File: src/pcc_defines.vh
// Purpose: Constants for the PLL and clock divider control block
// Assumes: 32-bit AHB-Lite word per register, low 16 bits used
// Notes:   Offsets are chosen locally
`ifndef PCC_DEFINES_VH
`define PCC_DEFINES_VH

// ****************************************
// Register byte offsets
// ****************************************
`define PCC_OFS_MAIN_FB      8'h00
`define PCC_OFS_RC_TRIM      8'h04
`define PCC_OFS_MAIN_DIV     8'h08
`define PCC_OFS_AUX_CTRL     8'h0c
`define PCC_OFS_AUX_FB       8'h10
`define PCC_OFS_AUX_DIV      8'h14
`define PCC_OFS_CAN_CTRL     8'h18
`define PCC_OFS_REF_CTRL     8'h1c

// ****************************************
// Reset values
// ****************************************
`define PCC_RST_FB_MULT      8'h96
`define PCC_RST_POST_A       3'h4
`define PCC_RST_POST_B       3'h1
`define PCC_RST_PRESCALE     4'h1

// ****************************************
// Field positions and timing
// ****************************************
`define PCC_AUX_CONNECT_BIT  15
`define PCC_AUX_LOCKED_BIT   14
`define PCC_AUX_INSEL_BIT    8
`define PCC_CAN_ON_BIT       15
`define PCC_REF_ON_BIT       15
`define PCC_REF_IDLE_BIT     13
`define PCC_REF_PIN_BIT      12
`define PCC_REF_SLEEP_BIT    11
`define PCC_REF_SWREQ_BIT    9
`define PCC_REF_ACTIVE_BIT   8
`define PCC_LOCK_CYCLES      8'h3f
`define PCC_SWITCH_CYCLES    4'h7

`endif

File: src/pcc_lock_timer.v
// Purpose: Lock status model for the auxiliary PLL
// Assumes: Lock declared after a fixed settle count
// Notes:   Any change of settings restarts the count
`timescale 1ns/1ps
`include "pcc_defines.vh"

module pcc_lock_timer (
    input  wire       hclk,      // System clock
    input  wire       hresetn,   // Async reset, active low
    input  wire       run,       // PLL running
    input  wire       restart,   // Settings changed
    output reg        locked     // Lock status
);

    reg [7:0] count;

    // ****************************************
    // Settle counter
    // ****************************************
    // Counts settle time, drops lock on restart
    always @(posedge hclk or negedge hresetn) begin
        if (!hresetn) begin
            count  <= 8'h00;
            locked <= 1'b0;
        end else if (!run || restart) begin
            count  <= 8'h00;
            locked <= 1'b0;
        end else if (count == `PCC_LOCK_CYCLES) begin
            locked <= 1'b1;
        end else begin
            count <= count + 8'h01;
        end
    end

endmodule

File: src/pcc_clock_ctrl.v
// Purpose: Clock generation control and status registers on AHB-Lite
// Assumes: Single word transfers, OKAY response, one read wait state
// Notes:   Settings leave the block as registered control outputs
// Notes:   Lock and divider switch use fixed cycle counts
`timescale 1ns/1ps
`include "pcc_defines.vh"

module pcc_clock_ctrl (
    input  wire        hclk,              // System clock
    input  wire        hresetn,           // Async reset, active low
    input  wire        hsel,              // Slave select
    input  wire [31:0] haddr,             // Byte address
    input  wire [1:0]  htrans,            // Transfer type
    input  wire        hwrite,            // Write when high
    input  wire [2:0]  hsize,             // Transfer size
    input  wire        hready,            // Bus ready in
    input  wire [31:0] hwdata,            // Write data
    output reg  [31:0] hrdata,            // Read data
    output reg         hreadyout,         // Slave ready
    output reg         hresp,             // Always OKAY
    input  wire        aux_idle,          // Device in idle mode
    input  wire        aux_sleep,         // Device in sleep mode
    output reg  [7:0]  main_fb_multiplier, // Main PLL multiplier
    output reg  [5:0]  rc_trim_code,      // RC trim
    output reg  [2:0]  main_vco_divisor,  // Main VCO divide 1..4
    output reg  [2:0]  main_post_ratio_a, // Main post ratio a
    output reg  [2:0]  main_post_ratio_b, // Main post ratio b
    output reg         aux_pll_connect,   // Aux PLL in path
    output reg         aux_pll_input_select, // Aux input select
    output reg  [3:0]  aux_pll_prescale,  // Aux prescale code 0..15
    output reg  [7:0]  aux_fb_multiplier, // Aux PLL multiplier
    output reg  [2:0]  aux_vco_divisor,   // Aux VCO divide 1..4
    output reg  [2:0]  aux_post_ratio_a,  // Aux post ratio a
    output reg  [2:0]  aux_post_ratio_b,  // Aux post ratio b
    output reg         can_clk_gen_on,    // CAN clock running
    output reg  [3:0]  can_clk_source,    // CAN source, 0 when none
    output reg  [7:0]  can_divide_by,     // CAN divide 1..128
    output reg         refout_pin_drive,  // Reference output running
    output reg  [3:0]  refout_source      // Reference source select
);

    // Local state
    reg        dph_valid;
    reg        dph_write;
    reg [7:0]  dph_addr;
    reg [1:0]  main_vco_tap_select;
    reg [1:0]  aux_vco_tap_select;
    reg [3:0]  can_sel_reg;
    reg [6:0]  can_clk_divisor;
    reg        refout_on;
    reg        refout_idle_stop;
    reg        refout_pin_en;
    reg        refout_sleep_run;
    reg        refout_div_switch_req;
    reg        refout_active_flag;
    reg [3:0]  refout_sel_reg;
    reg [3:0]  switch_count;
    reg        aux_restart;
    reg [15:0] next_rdata;
    wire       aux_pll_locked;
    wire       addr_ok;
    wire       wr_en;
    wire       ref_want;

    // ****************************************
    // AHB-Lite address phase
    // ****************************************
    // Capture a valid address phase for the data phase
    // Held through a read wait state, so the read mux
    // still sees the address that was accepted
    // Address bits above 7 are not decoded, so the map repeats
    assign addr_ok = hsel && hready && htrans[1];
    always @(posedge hclk or negedge hresetn) begin
        if (!hresetn) begin
            dph_valid <= 1'b0;
            dph_write <= 1'b0;
            dph_addr  <= 8'h00;
        end else if (hready) begin
            dph_valid <= addr_ok;
            dph_write <= hwrite;
            dph_addr  <= haddr[7:0];
        end
    end

    // Write lands at the end of its data phase
    // Writes never stall, so the strobe lasts one cycle
    assign wr_en = dph_valid && dph_write && hready;

    // One wait state after each read address phase
    // The read mux then works from registers that a write
    // in the previous data phase has already updated
    // Response is always OKAY
    always @(posedge hclk or negedge hresetn) begin
        if (!hresetn) begin
            hreadyout <= 1'b1;
            hresp     <= 1'b0;
        end else begin
            hreadyout <= !(addr_ok && !hwrite);
            hresp     <= 1'b0;
        end
    end

    // ****************************************
    // Register writes
    // ****************************************
    // Field layout, low half word of each register:
    //   main fb   [7:0] multiplier
    //   rc trim   [5:0] trim code
    //   main div  [9:8] VCO tap, [6:4] ratio a, [2:0] ratio b
    //   aux ctrl  [15] connect, [14] locked, [8] input, [3:0] prescale
    //   aux fb    [7:0] multiplier
    //   aux div   same layout as main div
    //   CAN       [15] on, [11:8] source, [6:0] divisor
    //   ref low   [15] on, [13] idle stop, [12] pin, [11] sleep run,
    //             [9] switch request, [8] active, [3:0] source
    // Reserved bits 11 to 8 of the feedback registers are not
    // stored, so they read back zero whatever software writes
    // Read-only status bits ignore writes
    // Only implemented fields are stored
    always @(posedge hclk or negedge hresetn) begin
        if (!hresetn) begin
            main_fb_multiplier   <= `PCC_RST_FB_MULT;
            rc_trim_code         <= 6'h00;
            main_vco_tap_select  <= 2'h0;
            main_post_ratio_a    <= `PCC_RST_POST_A;
            main_post_ratio_b    <= `PCC_RST_POST_B;
            aux_pll_connect      <= 1'b0;
            aux_pll_input_select <= 1'b0;
            aux_pll_prescale     <= `PCC_RST_PRESCALE;
            aux_fb_multiplier    <= `PCC_RST_FB_MULT;
            aux_vco_tap_select   <= 2'h0;
            aux_post_ratio_a     <= `PCC_RST_POST_A;
            aux_post_ratio_b     <= `PCC_RST_POST_B;
            can_clk_gen_on       <= 1'b0;
            can_sel_reg          <= 4'h0;
            can_clk_divisor      <= 7'h00;
            refout_on            <= 1'b0;
            refout_idle_stop     <= 1'b0;
            refout_pin_en        <= 1'b0;
            refout_sleep_run     <= 1'b0;
            refout_sel_reg       <= 4'h0;
            aux_restart          <= 1'b0;
        end else begin
            aux_restart <= 1'b0;
            if (wr_en) begin
                case (dph_addr)
                    `PCC_OFS_MAIN_FB: begin
                        main_fb_multiplier <= hwdata[7:0];
                    end
                    `PCC_OFS_RC_TRIM: begin
                        rc_trim_code <= hwdata[5:0];
                    end
                    `PCC_OFS_MAIN_DIV: begin
                        main_vco_tap_select <= hwdata[9:8];
                        main_post_ratio_a   <= hwdata[6:4];
                        main_post_ratio_b   <= hwdata[2:0];
                    end
                    `PCC_OFS_AUX_CTRL: begin
                        aux_pll_connect <= hwdata[`PCC_AUX_CONNECT_BIT];
                        aux_pll_input_select <=
                            hwdata[`PCC_AUX_INSEL_BIT];
                        aux_pll_prescale <= hwdata[3:0];
                        aux_restart      <= 1'b1;
                    end
                    `PCC_OFS_AUX_FB: begin
                        aux_fb_multiplier <= hwdata[7:0];
                        aux_restart       <= 1'b1;
                    end
                    `PCC_OFS_AUX_DIV: begin
                        aux_vco_tap_select <= hwdata[9:8];
                        aux_post_ratio_a   <= hwdata[6:4];
                        aux_post_ratio_b   <= hwdata[2:0];
                    end
                    `PCC_OFS_CAN_CTRL: begin
                        can_clk_gen_on  <= hwdata[`PCC_CAN_ON_BIT];
                        can_sel_reg     <= hwdata[11:8];
                        can_clk_divisor <= hwdata[6:0];
                    end
                    `PCC_OFS_REF_CTRL: begin
                        refout_on        <= hwdata[`PCC_REF_ON_BIT];
                        refout_idle_stop <= hwdata[`PCC_REF_IDLE_BIT];
                        refout_pin_en    <= hwdata[`PCC_REF_PIN_BIT];
                        refout_sleep_run <= hwdata[`PCC_REF_SLEEP_BIT];
                        refout_sel_reg   <= hwdata[3:0];
                    end
                    default: begin
                    end
                endcase
            end
        end
    end

    // ****************************************
    // Auxiliary PLL lock tracking
    // ****************************************
    // Lock model restarts when settings change
    // Any write to aux control or aux feedback drops lock
    // Clearing the connect bit also drops lock at once
    // Lock is a timed model, not a phase detector
    pcc_lock_timer u_lock (
        .hclk    (hclk),
        .hresetn (hresetn),
        .run     (aux_pll_connect),
        .restart (aux_restart),
        .locked  (aux_pll_locked)
    );

    // ****************************************
    // Reference output and divider switch
    // ****************************************
    // Run unless disabled, or stopped by idle or sleep
    // Idle stops the output only with idle stop set
    // Sleep stops it unless sleep run is set
    assign ref_want = refout_on &&
                      !(aux_idle && refout_idle_stop) &&
                      !(aux_sleep && !refout_sleep_run);

    // Switch request held until countdown ends; set wins
    // A new request while one is pending restarts the count
    // Writing zero to the request bit has no effect
    always @(posedge hclk or negedge hresetn) begin
        if (!hresetn) begin
            refout_div_switch_req <= 1'b0;
            switch_count          <= 4'h0;
        end else if (wr_en && dph_addr == `PCC_OFS_REF_CTRL &&
                     hwdata[`PCC_REF_SWREQ_BIT]) begin
            refout_div_switch_req <= 1'b1;
            switch_count          <= `PCC_SWITCH_CYCLES;
        end else if (refout_div_switch_req) begin
            if (switch_count == 4'h0) begin
                refout_div_switch_req <= 1'b0;
            end else begin
                switch_count <= switch_count - 4'h1;
            end
        end
    end

    // Active flag trails the output until it has stopped
    // Flag falls two cycles after the output is disabled
    // Source and divider are safe to change once it is low
    always @(posedge hclk or negedge hresetn) begin
        if (!hresetn) begin
            refout_pin_drive   <= 1'b0;
            refout_active_flag <= 1'b0;
            refout_source      <= 4'h0;
        end else begin
            refout_pin_drive   <= ref_want && refout_pin_en;
            refout_active_flag <= ref_want || refout_pin_drive;
            refout_source      <= refout_sel_reg;
        end
    end

    // ****************************************
    // Decoded clock selections
    // ****************************************
    // VCO tap code to divide ratio, CAN gating and divisor
    // Each decoded output lags its field by one cycle
    // Tap code zero is the slowest tap, divide by 4
    always @(posedge hclk or negedge hresetn) begin
        if (!hresetn) begin
            main_vco_divisor <= 3'h4;
            aux_vco_divisor  <= 3'h4;
            can_clk_source   <= 4'h0;
            can_divide_by    <= 8'h01;
        end else begin
            main_vco_divisor <= 3'h4 - {1'b0, main_vco_tap_select};
            aux_vco_divisor  <= 3'h4 - {1'b0, aux_vco_tap_select};
            // Reserved codes above 1010 give no clock
            if (can_clk_gen_on && can_sel_reg <= 4'ha) begin
                can_clk_source <= can_sel_reg;
            end else begin
                can_clk_source <= 4'h0;
            end
            can_divide_by <= {1'b0, can_clk_divisor} + 8'h01;
        end
    end

    // ****************************************
    // Read mux
    // ****************************************
    // Unimplemented and reserved bits read zero
    // Mux works from the captured data phase address
    // Locked, request and active are live status bits
    always @* begin
        next_rdata = 16'h0000;
        case (dph_addr)
            `PCC_OFS_MAIN_FB:  next_rdata = {8'h00, main_fb_multiplier};
            `PCC_OFS_RC_TRIM:  next_rdata = {10'h000, rc_trim_code};
            `PCC_OFS_MAIN_DIV: next_rdata = {6'h00, main_vco_tap_select,
                                   1'b0, main_post_ratio_a,
                                   1'b0, main_post_ratio_b};
            `PCC_OFS_AUX_CTRL: next_rdata = {aux_pll_connect,
                                   aux_pll_locked, 5'h00,
                                   aux_pll_input_select, 4'h0,
                                   aux_pll_prescale};
            `PCC_OFS_AUX_FB:   next_rdata = {8'h00, aux_fb_multiplier};
            `PCC_OFS_AUX_DIV:  next_rdata = {6'h00, aux_vco_tap_select,
                                   1'b0, aux_post_ratio_a,
                                   1'b0, aux_post_ratio_b};
            `PCC_OFS_CAN_CTRL: next_rdata = {can_clk_gen_on, 3'h0,
                                   can_sel_reg, 1'b0, can_clk_divisor};
            `PCC_OFS_REF_CTRL: next_rdata = {refout_on, 1'b0,
                                   refout_idle_stop, refout_pin_en,
                                   refout_sleep_run, 1'b0,
                                   refout_div_switch_req,
                                   refout_active_flag, 4'h0,
                                   refout_sel_reg};
            default:           next_rdata = 16'h0000;
        endcase
    end

    // Read data loaded at the end of the wait state
    // Cleared when a read is accepted, so stale data
    // from an earlier read never stands in a new one
    // Upper half always reads zero
    always @(posedge hclk or negedge hresetn) begin
        if (!hresetn) begin
            hrdata <= 32'h00000000;
        end else if (addr_ok && !hwrite) begin
            hrdata <= 32'h00000000;
        end else if (dph_valid && !dph_write && !hreadyout) begin
            hrdata <= {16'h0000, next_rdata};
        end
    end

endmodule

File: config.mk
export PLATFORM = sky130hd
export DESIGN_NAME = pcc_clock_ctrl
export DESIGN_NICKNAME = d
export VERILOG_FILES = /design/src/pcc_lock_timer.v /design/src/pcc_clock_ctrl.v
export VERILOG_INCLUDE_DIRS = /design/src
export SDC_FILE = /design/constraint.sdc
export NUM_CORES = 1
export LEC_CHECK = 0
export ABC_AREA = 1
export BUFFER_PORTS_ARGS = -buffer_cell sky130_fd_sc_hd__buf_4
export CORE_MARGIN = 2
export CORE_UTILIZATION = 30
export CTS_BUF_LIST = sky130_fd_sc_hd__clkbuf_4
export CTS_CLUSTER_SIZE = 30
export DETAILED_ROUTE_END_ITERATION = 7
export GPL_TIMING_DRIVEN = 0
export PLACE_DENSITY = 0.58
export SLEW_MARGIN = 20
export SYNTH_ARGS = -nofsm -noshare
export SYNTH_HDL_FRONTEND = slang
export SYNTH_SLANG_ARGS = --single-unit
File: constraint.sdc
create_clock -name hclk -period 4.6 [get_ports hclk]
set_clock_uncertainty 0.15 [all_clocks]
set_input_delay 0.92 -clock hclk [delete_from_list [all_inputs] [get_ports hclk]]
set_output_delay 0.92 -clock hclk [all_outputs]
set_load 0.01 [all_outputs]
After elaboration in Yosys (flattened, before gate mapping)
Cells that the tools add are included.
Widths: inputs -> output; s select.
- output and inout bits: 98
- flip-flop bits (word level): 146
- multiplexer cells: 16
- equality and inequality tests: 10
- reduce and logical (&&, ||, !) cells: 40
- add/sub/neg operators: 5
- order comparisons: 1
- operator list (cell ; number):
    $pmux 16 s8 ; 1
    $mux 32 ; 2
    $eq 8x5->1 const B ; 4
    $reduce_and 2->1 ; 9
    $eq 8x4->1 const B ; 2
    $mux 4 ; 4
    $mux 8 ; 2
    $logic_and 1x1->1 ; 15
    $add 7x1->8 const B ; 1
    $add 8x1->8 const B ; 1
    $eq 8x3->1 const B ; 1
    $eq 8x6->1 const B ; 1
    $logic_not 1->1 ; 8
    $logic_not 8->1 ; 1
    $mux 1 ; 7
    $reduce_bool 2->1 ; 3
    $sub 3x2->3 const A ; 2
    $le 4x4->1 const B ; 1
    $logic_not 4->1 ; 1
    $sub 4x1->4 const B ; 1
    $logic_or 1x1->1 ; 2
    $ne 2x1->1 const B ; 1
    $ne 2x2->1 const B ; 1
    $reduce_or 2->1 ; 1

Depth between registers and ports, before layout
- depth after elaboration: 6
- gate-level depth with buffers: 11

Modules after synthesis
Synthesis repeated with hierarchy kept, for this count alone.
- cells, all modules: 658
- area, all modules: 5969.5 sq um
- modules (own cells, without submodules) (module ; times used ; sequential area each (sq um) ; cells each ; area an instance (sq um)):
    pcc_clock_ctrl ; 1 ; 3049.2 ; 595 ; 5461.5
    pcc_lock_timer ; 1 ; 225.2 ; 63 ; 508.0

Worst setup path after synthesis
No wires, ideal clock.
- path kind: input to register
- start: input hready
- end: register hrdata[15]
- cell stages on the path: 8
- setup slack: 2.658 ns
- buffers on the path: 2
- arrival time: 1.727 ns
- setup time: 0.065 ns
- cell sequence: buf_4 -> nand3_2 -> nor2_1 -> nor2_1 -> and3_4 -> buf_6 -> nand2_1 -> nand2_1
- cells in the longest elaborated chain, start to end: 4
- elaborated cells on any way between the ends: 5
- classes of those cells: 1 x mux; 4 x reduce/logical
- ends and longest elaborated chain (what ; RTL line ; text):
    start: declaration ; pcc_clock_ctrl.v:16 ; input wire hready,
    $logic_and 1x1->1 * (2 in a row) ; pcc_clock_ctrl.v:72 ; assign addr_ok = hsel && hready && htrans[1];
    $logic_and 1x1->1 * ; pcc_clock_ctrl.v:319 ; end else if (addr_ok && !hwrite) begin
    $mux 32 / $reduce_bool 2->1 (equally long branches) ; - ;
    end signal: assignment ; pcc_clock_ctrl.v:322 ; hrdata <= {16'h0000, next_rdata};
    end: declaration ; pcc_clock_ctrl.v:18 ; output reg [31:0] hrdata,
Every way passes the cells marked *; elsewhere a longest branch is shown, timed or not.
A chain may end at the register's enable or synchronous reset.

Worst setup path after layout
- start: register main_post_ratio_b[0]
- end: output main_post_ratio_b[0]
- RTL lines (what ; RTL line ; text):
    start: declaration ; pcc_clock_ctrl.v:27 ; output reg [2:0] main_post_ratio_b,
    start signal: assignment ; pcc_clock_ctrl.v:126 ; main_post_ratio_b <= `PCC_RST_POST_B;
    start signal: assignment ; pcc_clock_ctrl.v:156 ; main_post_ratio_b <= hwdata[2:0];
No word-level cell between the ends.

==> impl_metrics.py <==
metrics = {
    "timing": {
        "max_freq_ghz": 0.428,
        "finalMaxSlewViolations": 0,
        "final-hold-violation-count": 0,
        "timing.final.crit_share": 0.508,
        "rsz0062_at_grt": "no",
        "finalSetupViolations": 0,
        "hold_ws_ns": 0.0894,
        "setup_tns_ns": 0,
        "fin_crit_ns": 2.34,
        "setup_slack_ns": 2.26,
    },
    "status": {
        "status": "completed",
    },
    "cells_and_area": {
        "drive_gt1_frac": 0.308,
        "diodes": 0,
        "largest_reg_flops": 16,
        "final_cells": 1068,
        "max_flop_register": "hrdata",
        "finalNetCount": 871,
        "stdcell_area_um2": 7430,
        "syn2layout_area_growth_pct": 25.0,
    },
    "worst_setup_path": {
        "crit_chain": "buf_4",
        "crit_fanout": 3,
        "critical_path_class": "reg2out",
        "cp-end-kind": "output pin",
        "critPathLaunchType": "flip-flop",
        "crit_family": "flip-flops",
        "cp_slowest_cell": "dfstp_2",
        "arrival_ns": 1.27,
        "path_buf_inv": 1,
        "critPathMaxStageDelay_ns": 0.59,
        "critPathRequiredTime_ns": 3.53,
    },
    "logic_synthesis": {
        "synth_edf_count": 0,
        "yosysSeqAreaShare": 0.551,
        "syn-instance-count": 643,
        "syn_area_per_cell_um2": 9.24,
        "synth_cell_types": 36,
        "synth_area_um2": 5940,
        "synth_area_leaders": "dfrtp_1 48%, nand2_1 12%, dfstp_2 7.5%, nand3_1 4.6%, inv_1 3.3%",
        "synth_top_area_frac": 0.476,
        "yosysMostFrequentCell": "nand2_1",
        "yosysTopAreaCell": "dfrtp_1",
        "synthTopCellsByCount": "188 x nand2_1, 113 x dfrtp_1, 55 x nand3_1, 53 x inv_1, 36 x nor2_1",
        "yosysWarnings": 0,
        "async_flop_share": 1.00,
        "ys_ff_latch": 130,
        "synth_top_flop_cell": "dfrtp_1",
    },
    "floorplan": {
        "die_w_um": 145,
        "core-area_um2": 19500,
        "die_h_um": 145,
        "floorplan.initialDensity": 0.305,
        "ios": 174,
        "die-area_um2": 20900,
        "rows": 51,
    },
    "routing": {
        "vias_per_cell": 4.41,
        "wirelength_um": 16300,
        "drc": 0,
        "wl_per_cell_um": 15.2,
        "first_iter_violations": 329,
        "dr.pass1.iters": 4,
        "ant_nets": 0,
        "vias": 4705,
    },
    "global_routing": {
        "first_global_vias": 4618,
        "grt_max_degree": 85,
        "grt_pass1_wl_um": 25800,
        "antenna_found_initial": 0,
        "grt_overflow": 0,
        "grt_use_total": 0.167,
    },
    "power": {
        "peakVddDrop_mv": 0.134,
        "leakagePower_nw": 3.81,
        "powerDensity_nw_per_um2": 282,
    },
    "clocking": {
        "cts_made_buffers": 17,
        "cts-root-buf": "clkbuf_4",
        "cts_tree": "built",
        "cts_resized": 0,
        "cts_num_sinks": 130,
        "hold_buffers": 0,
        "cts.clk_slew.worst_paths_ns": 0.12,
        "cts_buffer_depth": 2,
        "clkLatencyLatePin_ns": 0.56,
        "post_cts_buffers": 0,
        "htree_levels": 4,
    },
    "flow_run": {
        "maxCapViolations": 0,
    },
    "place": {
        "placed_area_um2": 7200,
        "place.gp.congestion": 0.811,
        "dp.cells": 1036,
        "portBuffers": 111,
        "dp_slack_ns": 2.15,
        "dp_hpwl_um": 12300,
    },
    "worst_hold_path": {
        "hold_class": "in2async",
    },
}
[where the power goes]
group	leakage (nW)	internal (mW)	switching (mW)	total, mW
combinational	2.08	0.0876	0.135	0.223
sequential	1.62	1.18	0.0256	1.21
clock	0.107	0.213	0.451	0.663
[stage by stage]
stage	utilization	power [mW]
finish	0.382	2.09
global route	0.382	2.19
CTS	0.382	2.12
detailed placement	0.370	1.46
global placement	0.368	1.45
floorplan	-	1.34
[final timing paths]
kind / end / slack, ns / depth (start not counted) / startpoint
setup reg to reg: hrdata[5] / 2.76 / 10 / dph_addr[1]
max in group asynchronous: main_post_ratio_a[2] / 3.45 / 2 / hresetn
hold / removal: hrdata[14] / 0.09 / 1 / hresetn
setup / recovery: main_post_ratio_b[0] / 2.26 / 1 / main_post_ratio_b[0]
hold reg to reg: aux_vco_divisor[0] / 0.29 / 0 / aux_vco_tap_select[0]
min in group hclk: aux_vco_divisor[0] / 0.29 / 0 / aux_vco_tap_select[0]
[layout make-up]
| type | instances | area [um^2] |
|---|---|---|
| clock buffer | 18 | 135 |
| fill | 2000 | 12000 |
| clock inverter | 14 | 92.6 |
| timing repair buffer | 112 | 868 |
| tap | 265 | 332 |
| buffer | 36 | 289 |
| sequential | 130 | 3270 |
| multi-input combinational | 432 | 2210 |
| inverter | 61 | 229 |
[placed cells by master (no fill, tap or decap), drive strengths merged]
master | Yosys | final
nand4 | 2 | 2
and3 | 1 | 1
a21oi | 3 | 3
clkinvlp | 0 | 7
dfrtp | 113 | 113
nand3 | 59 | 59
o211ai | 3 | 3
nor4 | 1 | 1
buf | 35 | 147
o22ai | 1 | 1
inv | 61 | 62
dfstp | 17 | 17
nor2 | 45 | 45
o21a | 8 | 8
xor2 | 10 | 10
o21ai | 72 | 72
conb | 1 | 17
clkbuf | 1 | 19
nand2 | 197 | 197
clkinv | 0 | 6
a31o | 1 | 1
nor3 | 5 | 5
nand3b | 1 | 1
mux2 | 1 | 1
ha | 5 | 5
[logic make-up after synthesis]
group           count (synthesis)  synth area share
buf+inv                        97            0.0872
mux                             1           0.00190
simple gates                  311             0.242
compound gates                 88            0.0916
other cells                     1          0.000631
xor+xnor                       10            0.0147
fa+ha+maj                       5            0.0105
flops                         130             0.551
[metal layers]
layer | vias up | GRT usage | wire (um)
met2 | 120 | 0.252 | 7350
met1 | 2248 | 0.234 | 7710
met5 | - | 0 | 0
li1 | 2322 | - | -
met4 | 0 | 0.0485 | 210
met3 | 15 | 0.0457 | 989
(Power assumes the default switching activity.)
